[src/logic/rmi_defs.svh]
// rmi_defs.svh: offsets, field positions, reset values and characters of the message interface
`ifndef RMI_DEFS_SVH
`define RMI_DEFS_SVH
// register byte offsets
`define RMI_OFF_CTRL 8'h00
`define RMI_OFF_SERCFG 8'h04
`define RMI_OFF_STATUS 8'h08
// control register field positions
`define RMI_CTRL_SERIAL_BIT 0
`define RMI_CTRL_ACKSUP_BIT 1
`define RMI_CTRL_TERM_LSB 2
`define RMI_CTRL_ADDR_LSB 8
// reset values
`define RMI_RST_ACK_SUP 1'b1
`define RMI_RST_TERM_SEL 2'h0
`define RMI_RST_GPIB_ADDR 5'h01
`define RMI_RST_SERCFG 21'h03_0001
// characters
`define RMI_CH_DC1 8'h11
`define RMI_CH_DC3 8'h13
`define RMI_CH_SP 8'h20
`define RMI_CH_HASH 8'h23
`define RMI_CH_COMMA 8'h2C
`define RMI_CH_SEMI 8'h3B
`define RMI_CH_QM 8'h3F
`define RMI_CH_AT 8'h40
`define RMI_CH_HEXH 8'h48
`define RMI_CH_LF 8'h0A
`define RMI_CH_CR 8'h0D
// recognised headers and answer words
`define RMI_HDR_ACKSUP 24'h53_494C
`define RMI_HDR_TERMSEL 24'h54_524D
`define RMI_HDR_STATUS 24'h44_5352
`define RMI_ACK_OK 40'h00_0000_4B4F
`define RMI_ACK_ERROR 40'h52_4F52_5245
`endif

[src/logic/rmi_pkg.sv]
// rmi_pkg: types of the remote message interface
package rmi_pkg;
   // parser sequence
   typedef enum logic [1:0] {ST_PARSE, ST_EXEC, ST_SEND} rmi_state_type;
   // control register contents
   typedef struct packed {
      logic [4:0] gpib_addr;
      logic [1:0] term_sel;
      logic ack_sup;
      logic serial_sel;
   } rmi_ctrl_type;
   // serial line settings
   typedef struct packed {
      logic stop2;
      logic [1:0] parity;
      logic [1:0] data_len;
      logic [15:0] baud_div;
   } rmi_sercfg_type;
   // received byte with its link qualifiers
   typedef struct packed {
      logic [7:0] data;
      logic eoi;
      logic [4:0] addr;
   } rmi_rx_type;
   // transmitted byte
   typedef struct packed {
      logic [7:0] data;
      logic eoi;
   } rmi_tx_type;
endpackage : rmi_pkg

[src/logic/rmi_msg_if.sv]
// rmi_msg_if: message parser, settings and response sender with apb registers
//
// The placing of the registers and register access over APB are this design's own decisions.
`timescale 1ns/1ps
`include "rmi_defs.svh"
module rmi_msg_if
(
   input wire logic sys_clk_in,
   input wire logic rst_n_in,
   input wire logic psel_in,
   input wire logic penable_in,
   input wire logic pwrite_in,
   input wire logic [7:0] paddr_in,
   input wire logic [31:0] pwdata_in,
   output logic [31:0] prdata_out,
   output logic pready_out,
   output logic pslverr_out,
   input wire logic rx_valid_in,
   input wire rmi_pkg::rmi_rx_type rx_in,
   output logic rx_ready_out,
   output logic tx_valid_out,
   output rmi_pkg::rmi_tx_type tx_out,
   input wire logic tx_ready_in,
   input wire logic [7:0] dev_status_in,
   output logic holdoff_out,
   output logic serial_sel_out,
   output logic [4:0] gpib_addr_out,
   output rmi_pkg::rmi_sercfg_type sercfg_out
);
   // ----------------------------------------
   // state
   // ----------------------------------------
   rmi_pkg::rmi_state_type state_ff; // sequence
   rmi_pkg::rmi_ctrl_type ctrl_ff; // control settings
   rmi_pkg::rmi_sercfg_type sercfg_ff; // line settings
   rmi_pkg::rmi_tx_type tx_ff; // outgoing byte
   logic tx_valid_ff;
   logic paused_ff; // far end asked us to pause
   logic xoff_sent_ff; // we asked far end to pause
   logic holdoff_ff;
   logic [23:0] hdr_ff; // last three header letters
   logic [2:0] hlen_ff; // header length, saturating
   logic in_data_ff, query_ff, hash_ff, hex_ff, got_ff, bad_ff;
   logic [15:0] val_ff; // first data item
   logic [3:0] items_ff; // commas seen
   logic [1:0] at_ff; // at-signs seen
   logic [63:0] resp_ff; // response bytes, first in low byte
   logic [2:0] rlen_ff, idx_ff;
   logic last_err_ff, last_q_ff;
   logic [15:0] msg_cnt_ff;
   logic [31:0] prdata_ff;

   // ----------------------------------------
   // digit decode
   // ----------------------------------------
   // returns {valid, value} for a decimal or hexadecimal digit
   function automatic logic [4:0] dig_val(input logic [7:0] c, input logic hex);
      logic [4:0] r;
      r = 5'h00;
      if (c >= 8'h30 && c <= 8'h39)
         r = {1'b1, c[3:0]};
      else if (hex && c >= 8'h41 && c <= 8'h46)
         r = {1'b1, 4'(c[3:0] + 4'h9)};
      return r;
   endfunction : dig_val

   // ----------------------------------------
   // receive decode
   // ----------------------------------------
   wire serial = ctrl_ff.serial_sel;
   wire [7:0] ch = rx_in.data;
   // upper-case letters so lower-case headers match
   wire [7:0] cu = (ch >= 8'h61 && ch <= 8'h7A) ? 8'(ch - 8'h20) : ch;
   wire take = rx_valid_in & rx_ready_out;
   wire is_dc1 = serial & (ch == `RMI_CH_DC1);
   wire is_dc3 = serial & (ch == `RMI_CH_DC3);
   wire addr_ok = serial | (rx_in.addr == ctrl_ff.gpib_addr);
   wire eoi_v = ~serial & rx_in.eoi;
   wire chr = take & ~is_dc1 & ~is_dc3 & addr_ok;
   wire is_lf = (ch == `RMI_CH_LF);
   wire is_cr = (ch == `RMI_CH_CR);
   wire is_at = (ch == `RMI_CH_AT);
   wire is_semi = (ch == `RMI_CH_SEMI);
   wire sep = is_lf | is_cr | is_semi;
   wire msg_end = chr & (is_lf | is_semi | eoi_v);
   wire eoi_only = eoi_v & ~is_lf & ~is_cr;
   wire [1:0] at_new = (is_at && at_ff != 2'h3) ? 2'(at_ff + 2'h1) : at_ff;
   wire hold_hit = msg_end && (at_new >= (eoi_only ? 2'h2 : 2'h1));
   wire [4:0] dv = dig_val(cu, hex_ff);
   wire [15:0] val_mul = hex_ff ? {val_ff[11:0], 4'h0} : 16'(val_ff * 16'h000A);
   wire [15:0] nxt_val = 16'(val_mul + {12'h000, dv[3:0]});

   // ----------------------------------------
   // execution decode
   // ----------------------------------------
   wire h3 = (hlen_ff == 3'h3);
   wire is_sil = h3 & (hdr_ff == `RMI_HDR_ACKSUP);
   wire is_tsel = h3 & (hdr_ff == `RMI_HDR_TERMSEL);
   wire is_dsr = h3 & (hdr_ff == `RMI_HDR_STATUS);
   wire set_bad = is_dsr | ~got_ff | (items_ff != 4'h0) |
                  (is_sil & (val_ff > 16'h0001)) | (is_tsel & (val_ff > 16'h0003));
   // unknown header or bad data rejects the message
   wire err = ~(is_sil | is_tsel | is_dsr) | bad_ff | (~query_ff & set_bad);
   wire exec = (state_ff == rmi_pkg::ST_EXEC);
   wire apply_set = exec & ~err & ~query_ff;
   wire ack_en = serial & ~ctrl_ff.ack_sup;
   // query value: a setting or the device status
   wire [7:0] qv = is_sil ? {7'h00, ctrl_ff.ack_sup} :
                   is_tsel ? {6'h00, ctrl_ff.term_sel} : dev_status_in;
   wire [7:0] d_h = 8'(qv / 8'h64);
   wire [7:0] d_t = 8'((qv / 8'h0A) % 8'h0A);
   wire [7:0] d_o = 8'(qv % 8'h0A);
   wire [39:0] dig_vec = (qv >= 8'h64) ?
                         {16'h0000, 8'(8'h30 + d_o), 8'(8'h30 + d_t), 8'(8'h30 + d_h)} :
                         (qv >= 8'h0A) ? {24'h00_0000, 8'(8'h30 + d_o), 8'(8'h30 + d_t)} :
                         {32'h0000_0000, 8'(8'h30 + d_o)};
   wire [2:0] dig_len = (qv >= 8'h64) ? 3'h3 : (qv >= 8'h0A) ? 3'h2 : 3'h1;
   wire q_ok = query_ff & ~err;
   wire [39:0] body_vec = q_ok ? dig_vec : ~ack_en ? 40'h00_0000_0000 :
                          err ? `RMI_ACK_ERROR : `RMI_ACK_OK;
   wire [2:0] body_len = q_ok ? dig_len : ~ack_en ? 3'h0 : err ? 3'h5 : 3'h2;
   // response terminator: 0 cr lf, 1 lf, 2 none, 3 cr
   wire [1:0] ts = ctrl_ff.term_sel;
   wire [15:0] term_vec = (ts == 2'h0) ? {`RMI_CH_LF, `RMI_CH_CR} :
                          (ts == 2'h1) ? {8'h00, `RMI_CH_LF} :
                          (ts == 2'h3) ? {8'h00, `RMI_CH_CR} : 16'h0000;
   wire [2:0] term_len = (ts == 2'h0) ? 3'h2 : (ts == 2'h2) ? 3'h0 : 3'h1;
   wire [63:0] resp_vec = {24'h00_0000, body_vec} |
                          ({48'h0000_0000_0000, term_vec} << {body_len, 3'b000});
   wire [2:0] resp_len = (body_len == 3'h0) ? 3'h0 : 3'(body_len + term_len);

   // ----------------------------------------
   // transmit path
   // ----------------------------------------
   wire tx_load = ~tx_valid_ff | tx_ready_in;
   wire want_off = (state_ff != rmi_pkg::ST_PARSE);
   wire flow_pend = serial & (want_off != xoff_sent_ff);
   wire send = (state_ff == rmi_pkg::ST_SEND);
   wire issue = send & ~(serial & paused_ff) & ~flow_pend & tx_load;
   wire last_b = (idx_ff == 3'(rlen_ff - 3'h1));
   wire [7:0] cur_b = resp_ff[{idx_ff, 3'b000} +: 8];

   assign rx_ready_out = (state_ff == rmi_pkg::ST_PARSE);
   assign tx_valid_out = tx_valid_ff;
   assign tx_out = tx_ff;
   assign holdoff_out = holdoff_ff;
   assign serial_sel_out = ctrl_ff.serial_sel;
   assign gpib_addr_out = ctrl_ff.gpib_addr;
   assign sercfg_out = sercfg_ff;

   // ----------------------------------------
   // sequence
   // ----------------------------------------
   // parse until a terminator, execute one cycle, then send any answer
   always_ff @(posedge sys_clk_in or negedge rst_n_in)
   begin
      if (!rst_n_in)
         state_ff <= rmi_pkg::ST_PARSE;
      else
         case (state_ff)
            rmi_pkg::ST_PARSE: if (msg_end) state_ff <= rmi_pkg::ST_EXEC;
            rmi_pkg::ST_EXEC: state_ff <= (resp_len != 3'h0) ? rmi_pkg::ST_SEND :
                                          rmi_pkg::ST_PARSE;
            rmi_pkg::ST_SEND: if (issue && last_b) state_ff <= rmi_pkg::ST_PARSE;
            default: state_ff <= rmi_pkg::ST_PARSE;
         endcase
   end

   // ----------------------------------------
   // message parser
   // ----------------------------------------
   // fields collect while parsing and clear once the message is executed
   always_ff @(posedge sys_clk_in or negedge rst_n_in)
   begin
      if (!rst_n_in)
      begin
         {hdr_ff, hlen_ff, in_data_ff, query_ff, hash_ff, hex_ff} <= '0;
         {got_ff, bad_ff, val_ff, items_ff, at_ff} <= '0;
      end
      else if (exec)
      begin
         {hdr_ff, hlen_ff, in_data_ff, query_ff, hash_ff, hex_ff} <= '0;
         {got_ff, bad_ff, val_ff, items_ff, at_ff} <= '0;
      end
      else if (chr)
      begin
         at_ff <= at_new;
         if (!in_data_ff)
         begin
            if (ch == `RMI_CH_SP)
               in_data_ff <= 1'b1;
            else if (ch == `RMI_CH_QM)
               query_ff <= 1'b1;
            else if (!is_at && !sep)
            begin
               hdr_ff <= {hdr_ff[15:0], cu};
               if (hlen_ff != 3'h7) hlen_ff <= 3'(hlen_ff + 3'h1);
            end
         end
         else if (ch == `RMI_CH_COMMA)
            items_ff <= 4'(items_ff + 4'h1);
         else if (ch == `RMI_CH_HASH)
            hash_ff <= 1'b1;
         else if (hash_ff && !hex_ff && cu == `RMI_CH_HEXH)
            hex_ff <= 1'b1;
         else if (dv[4])
         begin
            if (items_ff == 4'h0) val_ff <= nxt_val;
            got_ff <= 1'b1;
         end
         else if (!is_at && !sep && ch != `RMI_CH_SP)
            bad_ff <= 1'b1;
      end
   end

   // ----------------------------------------
   // settings, flow and hold-off
   // ----------------------------------------
   wire wr = psel_in & penable_in & pwrite_in;
   wire wr_ctrl = wr & (paddr_in == `RMI_OFF_CTRL);
   wire wr_ser = wr & (paddr_in == `RMI_OFF_SERCFG);
   // software write wins over a command in the same cycle
   always_ff @(posedge sys_clk_in or negedge rst_n_in)
   begin
      if (!rst_n_in)
      begin
         ctrl_ff <= '{gpib_addr: `RMI_RST_GPIB_ADDR, term_sel: `RMI_RST_TERM_SEL,
                      ack_sup: `RMI_RST_ACK_SUP, serial_sel: 1'b0};
         sercfg_ff <= `RMI_RST_SERCFG;
      end
      else
      begin
         if (wr_ctrl)
            ctrl_ff <= '{gpib_addr: pwdata_in[`RMI_CTRL_ADDR_LSB +: 5],
                         term_sel: pwdata_in[`RMI_CTRL_TERM_LSB +: 2],
                         ack_sup: pwdata_in[`RMI_CTRL_ACKSUP_BIT],
                         serial_sel: pwdata_in[`RMI_CTRL_SERIAL_BIT]};
         else if (apply_set && is_sil)
            ctrl_ff.ack_sup <= val_ff[0];
         else if (apply_set && is_tsel)
            ctrl_ff.term_sel <= val_ff[1:0];
         if (wr_ser)
            sercfg_ff <= pwdata_in[20:0];
      end
   end

   // pause flag, hold-off and message bookkeeping
   always_ff @(posedge sys_clk_in or negedge rst_n_in)
   begin
      if (!rst_n_in)
      begin
         {paused_ff, holdoff_ff, last_err_ff, last_q_ff} <= '0;
         msg_cnt_ff <= 16'h0000;
      end
      else
      begin
         if (take && is_dc3)
            paused_ff <= 1'b1;
         else if (take && is_dc1)
            paused_ff <= 1'b0;
         if (hold_hit)
            holdoff_ff <= 1'b1;
         else if (state_ff != rmi_pkg::ST_PARSE && resp_len == 3'h0 && exec)
            holdoff_ff <= 1'b0;
         else if (issue && last_b)
            holdoff_ff <= 1'b0;
         if (exec)
         begin
            last_err_ff <= err;
            last_q_ff <= query_ff;
            msg_cnt_ff <= 16'(msg_cnt_ff + 16'h0001);
         end
      end
   end

   // ----------------------------------------
   // response sender
   // ----------------------------------------
   // flow codes go ahead of answer bytes and ignore the pause
   always_ff @(posedge sys_clk_in or negedge rst_n_in)
   begin
      if (!rst_n_in)
      begin
         {tx_valid_ff, tx_ff, xoff_sent_ff, resp_ff, rlen_ff, idx_ff} <= '0;
      end
      else
      begin
         if (exec)
         begin
            resp_ff <= resp_vec;
            rlen_ff <= resp_len;
            idx_ff <= 3'h0;
         end
         else if (issue)
            idx_ff <= 3'(idx_ff + 3'h1);
         if (tx_load)
            tx_valid_ff <= flow_pend | issue;
         if (tx_load && flow_pend)
         begin
            tx_ff <= '{data: want_off ? `RMI_CH_DC3 : `RMI_CH_DC1, eoi: 1'b0};
            xoff_sent_ff <= want_off;
         end
         else if (issue)
            tx_ff <= '{data: cur_b, eoi: last_b & ~serial};
      end
   end

   // ----------------------------------------
   // apb slave
   // ----------------------------------------
   wire hit = (paddr_in == `RMI_OFF_CTRL) | (paddr_in == `RMI_OFF_SERCFG) |
              (paddr_in == `RMI_OFF_STATUS);
   wire [31:0] rd_ctrl = (32'(ctrl_ff.gpib_addr) << `RMI_CTRL_ADDR_LSB) |
                         (32'(ctrl_ff.term_sel) << `RMI_CTRL_TERM_LSB) |
                         (32'(ctrl_ff.ack_sup) << `RMI_CTRL_ACKSUP_BIT) |
                         (32'(ctrl_ff.serial_sel) << `RMI_CTRL_SERIAL_BIT);
   wire [31:0] rd_stat = {msg_cnt_ff, 9'h000, xoff_sent_ff, paused_ff, holdoff_ff,
                          last_q_ff, last_err_ff, state_ff};
   wire [31:0] rd_mux = (paddr_in == `RMI_OFF_CTRL) ? rd_ctrl :
                        (paddr_in == `RMI_OFF_SERCFG) ? {11'h000, sercfg_ff} :
                        (paddr_in == `RMI_OFF_STATUS) ? rd_stat : 32'h0000_0000;
   // read data is captured in the setup cycle
   always_ff @(posedge sys_clk_in or negedge rst_n_in)
   begin
      if (!rst_n_in)
         prdata_ff <= 32'h0000_0000;
      else if (psel_in && !penable_in)
         prdata_ff <= rd_mux;
   end
   assign prdata_out = prdata_ff;
   assign pready_out = 1'b1;
   assign pslverr_out = psel_in & penable_in & ~hit;

   // ----------------------------------------
   // checks
   // ----------------------------------------
   AST_PAUSE: assert property (@(posedge sys_clk_in) disable iff (!rst_n_in)
      take && is_dc3 |=> paused_ff && !issue)
      else $error("pause code not honoured");
   AST_RESUME: assert property (@(posedge sys_clk_in) disable iff (!rst_n_in)
      take && is_dc1 |=> !paused_ff)
      else $error("resume code not honoured");
   AST_QUERY: assert property (@(posedge sys_clk_in) disable iff (!rst_n_in)
      exec && query_ff && !err |=> send ##1 tx_valid_ff [*1])
      else $error("query gave no answer");
   AST_NOCHANGE: assert property (@(posedge sys_clk_in) disable iff (!rst_n_in)
      exec && err && !wr_ctrl |=> $stable(ctrl_ff))
      else $error("rejected message changed a setting");
   AST_HOLD: assert property (@(posedge sys_clk_in) disable iff (!rst_n_in)
      msg_end && at_new == 2'h2 |=> holdoff_ff throughout exec [*1])
      else $error("hold-off not raised");
   AST_ACK: assert property (@(posedge sys_clk_in) disable iff (!rst_n_in)
      exec && ack_en && !query_ff |=> send &&
      rlen_ff == 3'(($past(err) ? 3'h5 : 3'h2) + $past(term_len)))
      else $error("acknowledgment missing");
   AST_SILENT: assert property (@(posedge sys_clk_in) disable iff (!rst_n_in)
      exec && !serial && !query_ff |=> state_ff == rmi_pkg::ST_PARSE)
      else $error("setting answered on gpib");
   AST_EOI: assert property (@(posedge sys_clk_in) disable iff (!rst_n_in)
      tx_valid_ff && $past(serial) && serial |-> !tx_ff.eoi)
      else $error("eoi sent on serial link");
   AST_ADDR: assert property (@(posedge sys_clk_in) disable iff (!rst_n_in)
      take && !serial && !addr_ok && !exec |=> $stable(hlen_ff) && $stable(in_data_ff))
      else $error("foreign address byte parsed");
endmodule : rmi_msg_if

[config.mk]
export PLATFORM = sky130hd
export DESIGN_NAME = rmi_msg_if
export DESIGN_NICKNAME = d
export VERILOG_FILES = /design/src/logic/rmi_pkg.sv /design/src/logic/rmi_msg_if.sv
export VERILOG_INCLUDE_DIRS = /design/src /design/src/logic
export SDC_FILE = /design/constraint.sdc
export NUM_CORES = 1
export LEC_CHECK = 0
export BUFFER_PORTS_ARGS = -buffer_cell sky130_fd_sc_hd__buf_2
export CAP_MARGIN = 20
export CORE_ASPECT_RATIO = 0.6
export CORE_UTILIZATION = 50
export CTS_CLUSTER_SIZE = 8
export DETAILED_ROUTE_END_ITERATION = 8
export HOLD_SLACK_MARGIN = 0.15
export PLACE_DENSITY_LB_ADDON = 0.25
export SLEW_MARGIN = 10
export SYNTH_ARGS = -nofsm -noshare
export SYNTH_HDL_FRONTEND = slang
export SYNTH_SLANG_ARGS = --single-unit
[constraint.sdc]
create_clock -name sys_clk_in -period 8.5 [get_ports sys_clk_in]
set_input_delay 1.7 -clock sys_clk_in [delete_from_list [all_inputs] [get_ports sys_clk_in]]
set_output_delay 1.7 -clock sys_clk_in [all_outputs]
set_load 0.01 [all_outputs]
* Yosys cells after proc, flatten, opt, wreduce, memory -nomap -nowiden
Cells that the tools add are included.
Operators by class: add/sub/neg operators 13, multipliers 1, div/mod/pow operators 4, $lt $le $gt $ge 11, equal/unequal tests 38, shift operators 2, multiplexer cells 107, bitwise gates (word level) 66, reductions and logical operators 60
Operator list (number):
- 24-bit two-way mux | 7
- 16-bit two-way mux | 10
- 39-bit two-way mux | 3
- 32-bit two-way mux | 3
- 24-bit by 23-bit equality test with 1-bit output (second input constant) | 3
- 39-bit by 64-bit bitwise OR with 64-bit output | 1
- 64-bit by 7-bit variable part select with 8-bit output | 1
- 12-bit by 6-bit left shift with 64-bit output | 1
- 1-bit two-way mux | 42
- 3-bit two-way mux | 14
- 8-bit by 6-bit equality test with 1-bit output (second input constant) | 5
- 2-bit nonzero test | 17
- 1-bit AND | 31
- 2-bit two-way mux | 13
- 6-bit by 8-bit adder with 8-bit output (first input constant) | 3
- 8-bit by 4-bit equality test with 1-bit output (second input constant) | 3
- 8-bit by 7-bit greater-or-equal comparator with 1-bit output (second input constant) | 3
- 4-bit two-way mux | 6
- 8-bit two-way mux | 3
- 1-bit logical AND | 19
- 9-bit two-way mux | 2
- 1-bit bitwise OR | 17
- 16-bit by 1-bit adder with 16-bit output (second input constant) | 1
- 16-bit by 4-bit adder with 16-bit output | 1
- other kinds (51) | 93
Word-level totals: register bits 220, bits of input ports 69, output and inout bits 73, logic and storage cells 335

* Longest topological paths before layout
depth in word-level cells 18, gate-level depth with buffers 32, mapped depth without buffers 29

* Least setup slack after synthesis
Ideal clock, no wire load.
kind input to register, start point input dev_status_in[6], end point register resp_ff[14], setup time 0.082 ns, arrival 5.805 ns, required time 8.418 ns, slack 2.614 ns, stages 23, buffers on the path 4, path through buf_6 > clkbuf_1 > and2_1 > ha_1 > o21ai_1 > o221ai_1 > a211o_2 > and2_1 > buf_6 > ha_1 > or4_1 > buf_2 > nand2_1 > nand2_1 > o21a_2 > nor2_1 > mux2i_1 > ha_1 > a21o_1 > a31o_1 > a211oi_2 > nand2_1 > a31oi_1
Between the ends: word-level cells in the longest chain between the ends 8, elaborated cells on any way between the ends 17, those cells by class 2 x add/sub; 3 x div; 2 x order compare; 1 x shift; 8 x mux; 1 x bitwise
Ends and longest elaborated chain:
- from (decl) | line rmi_msg_if.sv:24 | input wire logic [7:0] dev_status_in,
- 8-bit two-way mux * | line rmi_msg_if.sv:109 | is_tsel ? {6'h00, ctrl_ff.term_sel} : dev_status_in;
- 8-bit two-way mux * | line rmi_msg_if.sv:108 | wire [7:0] qv = is_sil ? {7'h00, ctrl_ff.ack_sup} :
- 8-bit by 4-bit divider with 8-bit output (tied with other cells) | line rmi_msg_if.sv:111 | wire [7:0] d_t = 8'((qv / 8'h0A) % 8'h0A);
- 8-bit by 4-bit modulo with 8-bit output (tied with other cells) | line rmi_msg_if.sv:111
- 6-bit by 8-bit adder with 8-bit output (tied with other cells) | line rmi_msg_if.sv:114 | {16'h0000, 8'(8'h30 + d_o), 8'(8'h30 + d_t), 8'(8'h30 + d_h)} :
- 24-bit two-way mux / 3-bit two-way mux (equally long branches) | line rmi_msg_if.sv:113, rmi_msg_if.sv:121
- 39-bit two-way mux (no source line) / 12-bit by 6-bit left shift with 64-bit output (equally long branches)
- 39-bit by 64-bit bitwise OR with 64-bit output * | line rmi_msg_if.sv:128 | wire [63:0] resp_vec = {24'h00_0000, body_vec} |
- to (signal assigned) | line rmi_msg_if.sv:290 | resp_ff <= resp_vec;
- to (decl) | line rmi_msg_if.sv:47 | logic [63:0] resp_ff;
Mark *: on every way between the ends. The rest lies on a longest branch, timed or not. A chain may end at the register's enable or synchronous reset.

* Final worst setup path
start point register hlen_ff[0], end point register resp_ff[6]
Between the ends: word-level cells in the longest chain between the ends 13, elaborated cells on any way between the ends 39, those cells by class 3 x add/sub; 4 x div; 2 x order compare; 1 x eq/ne; 1 x shift; 10 x mux; 18 x bitwise
Ends and longest elaborated chain:
- from (decl) | line rmi_msg_if.sv:42 | logic [2:0] hlen_ff;
- from (signal assigned) | line rmi_msg_if.sv:197 | if (hlen_ff != 3'h7) hlen_ff <= 3'(hlen_ff + 3'h1);
- 3-bit by 2-bit equality test with 1-bit output * | line rmi_msg_if.sv:96 | wire h3 = (hlen_ff == 3'h3);
- branches (longest 11 deep; another with 8-bit by 4-bit divider with 8-bit output)
- 39-bit by 64-bit bitwise OR with 64-bit output * | line rmi_msg_if.sv:128
Every way passes the cells marked *.

==> out/qor.txt <==
status -> completed
initial core utilization -> 51.15%
Layout area overhead -> 11.45%
first-pass GRT wire length -> 50530 microns
CTS Root Cell -> clkbuf_16
total of max-cap violations -> 0
clock buffer depth -> 2
top cells by area, synth -> dfrtp_1 (38%), ha_1 (6.1%), nand2_1 (4.6%)
initial antenna violation count -> 0
RSZ-0062 raised after global routing -> false
Largest stage delay, worst path -> 480 ps
Final Max Tran Viols -> 0
H-tree levels -> 4
worst-skew pair later-pin latency -> 440 ps
clk sinks -> 196
Pint -> 0.001753 W
Tot GR Track Use -> 25.26%
initial DRC count -> 905
pre-CTS WS -> 1990 ps
fin crit share -> 75.63%
# hold bufs at CTS -> 0
Routed Antenna Nets -> 0
nets -> 1565
DP Wirelength -> 23080 microns
crit path DAT -> 6800 ps
crit end category -> register
Final Skew -> 9.014 ps
port buffer count -> 129
routability cong. -> 0.9282
Mapped Nets -> 1479
fmax -> 0.1556 GHz
FFs w/ async S/R, synth -> 100.0%
Avg Synthesized Cell Area -> 9.226 sq um
CTS tree -> done
Cell Area, Synth -> 12420 sq um
Worst VDD drop -> 0.0001525 V
fillers -> 2167
post-CTS setup buffers -> 0
Core Region -> 24280 sq um
share of layout cells above drive strength 1 -> 17.88%
slowest CP cell -> a211o_4
top_reg_cell synth -> dfrtp_1
Post-Synthesis Cells -> 1346
vias -> 10440
Placed Area -> 13210 sq um
post-synth cell types -> 101
most numerous cell in the Yosys netlist -> dfrtp_1
P per Cell Area -> 186.1 nW/um^2
Post-Layout Cell Count -> 1765
Clock Power Share -> 31.8%
Slew @ Worst Pin -> 1070 ps
Logic pwr share -> 22.6%
normalized max-slew margin -> 28.67%
sequential area share after synthesis -> 39.55%
total grt overflow -> 0
post-synth top area cell -> dfrtp_1
DRC violations left -> 0
design area -> 13840 sq um
worst hold path type -> register to register
vias in the first global route -> 9426
min Tclk post-route -> 6429 ps
Pwr Total -> 0.002576 W
# rows -> 44
Leakage -> 6.541 nW
Final setup viols -> 0
Setup CP Type -> register to register
cts bufs inserted -> 17
Die Height -> 124.1 microns
Critical Path RT -> 8870 ps
Crit Path Max Fanout -> 23
die area -> 25490 sq um
top cell type's share of synthesized area -> 38.49%
Post-synth EDFFs -> 0
Post-CTS Resized -> 0
Synth Warn # -> 0
dpl cells -> 1733
Top Ports -> 142
switching power -> 0.0008222 W
Final Routed Wirelength -> 31700 microns
final worst-path setup slack -> 2071 ps
die width -> 205.5 microns
ANT cells -> 0
DR WL/cell -> 17.96 microns
Pre-Repair DR Iteration Count -> 5
Via-to-Cell Ratio -> 5.916
setup tns final -> 0 ps
R2R setup slack -> 2070 ps
Synth Register Bits -> 196
largest net degree at the start of global routing -> 116
most frequent cells after synthesis -> dfrtp_1 (191), nand2_1 (152), nor2_1 (120)
Most common cell on crit path -> ha_1
Hold Violations, Final -> 0
sequential share of power -> 45.6%
CP startpoint kind -> register
Reg clk slew, reported paths -> 70 ps
Sw Ratio -> 31.92%
[layer usage]
| metal | vias to the layer above | GRT usage [%] | wire length (microns) |
|---|---|---|---|
| li1 | 5030 | - | - |
| met1 | 5078 | 40.72 | 16740 |
| met2 | 307 | 33.95 | 12670 |
| met3 | 26 | 4.945 | 1986 |
| met4 | 0 | 5.370 | 301 |
| met5 | - | 0 | 0 |
[flip-flops by register name, indices dropped and copies added, names as in the netlist, 2 cells and up]
| register | cells |
|---|---|
| resp_ff | 40 |
| prdata_out | 32 |
| hdr_ff | 24 |
| sercfg_out | 21 |
| msg_cnt_ff | 16 |
| val_ff | 16 |
| tx_out | 9 |
| gpib_addr_out | 5 |
| items_ff | 4 |
| hlen_ff | 3 |
| idx_ff | 3 |
| rlen_ff | 3 |
| at_ff | 2 |
| state_ff | 2 |
| ts | 2 |
[layout make-up]
type | count | area, sq um | share of cell area [%]
clock buffers | 18 | 439.2 | 3.173
clock inverters | 12 | 151.4 | 1.094
inverters | 47 | 176.4 | 1.275
multi-input cells | 1029 | 6990 | 50.51
flip-flops and latches | 196 | 4911 | 35.49
well taps | 322 | 402.9 | 2.911
repair buffers | 141 | 768.2 | 5.551
[per-stage QoR]
| step | util [%] | hold WS, ps |
|---|---|---|
| CTS | 56.84 | 468.1 |
| detailed placement | 54.41 | 451.3 |
| floorplan | - | 434.0 |
| global route | 57.00 | 492.6 |
| finish | 57.00 | 466.0 |
| global placement | 54.41 | 451.0 |
[logic make-up (layout without fill, tap and decap cells)]
| family | count (synthesis) | count (layout) | share of synthesized area, % |
|---|---|---|---|
| AOI/OAI and AO/OA | 334 | 334 | 18.81 |
| xor gates and xnor gates | 56 | 56 | 3.950 |
| adders and majority gates | 64 | 64 | 6.630 |
| buffers and inverters | 121 | 218 | 4.282 |
| DFF | 196 | 196 | 39.55 |
| muxes | 66 | 66 | 6.368 |
| other | 1 | 1 | 0.03020 |
| and+or+nand+nor | 508 | 508 | 20.38 |
[cells in the final DEF, fill, tap and decap left out, drive strengths merged, types with 21 or more instances in the layout]
| cell type | instances |
|---|---|
| ha | 61 |
| inv | 49 |
| a21oi | 72 |
| nor2 | 121 |
| o21ai | 96 |
| xnor2 | 35 |
| nor3 | 34 |
| nand3 | 65 |
| xor2 | 21 |
| mux2 | 31 |
| dfrtp | 191 |
| mux2i | 28 |
| buf | 140 |
| nand2 | 152 |
| a22o | 40 |
[worst paths after layout]
check	from	to	cells after the start
max in group asynchronous	rst_n_in	hdr_ff[7]$_DFFE_PN0P_	3
min reg2reg	prdata_out[15]$_DFFE_PN0P_	prdata_out[15]$_DFFE_PN0P_	2
max reg2reg	hlen_ff[0]$_DFFE_PN0P_	resp_ff[6]$_DFFE_PN0P_	28
min	prdata_out[15]$_DFFE_PN0P_	prdata_out[15]$_DFFE_PN0P_	2
max	hlen_ff[0]$_DFFE_PN0P_	resp_ff[6]$_DFFE_PN0P_	28
min in group asynchronous	rst_n_in	tx_out[8]$_DFFE_PN0P_	1
[power groups by stage]
| stage | registers [W] | clock network [W] | logic [W] |
|---|---|---|---|
| 2_1_floorplan | 0.00113 | 0 | 0.000439 |
| 3_3_place_gp | 0.00118 | 0 | 0.000558 |
| 3_5_place_dp | 0.00119 | 0 | 0.000574 |
| 4_1_cts | 0.00117 | 0.000831 | 0.000577 |
| 5_1_grt | 0.00119 | 0.000866 | 0.000651 |
| 6_report | 0.00117 | 0.000819 | 0.000583 |
[worst max-delay path, delay by kind of cell, from the launching register on]
family          cells  cell delay (ps)
flops               1              380
compound gates     11             2470
mux                 1              200
fa+ha+maj           6             1420
simple gates       10             1870
No activity file was read; power rests on OpenSTA's default activity.
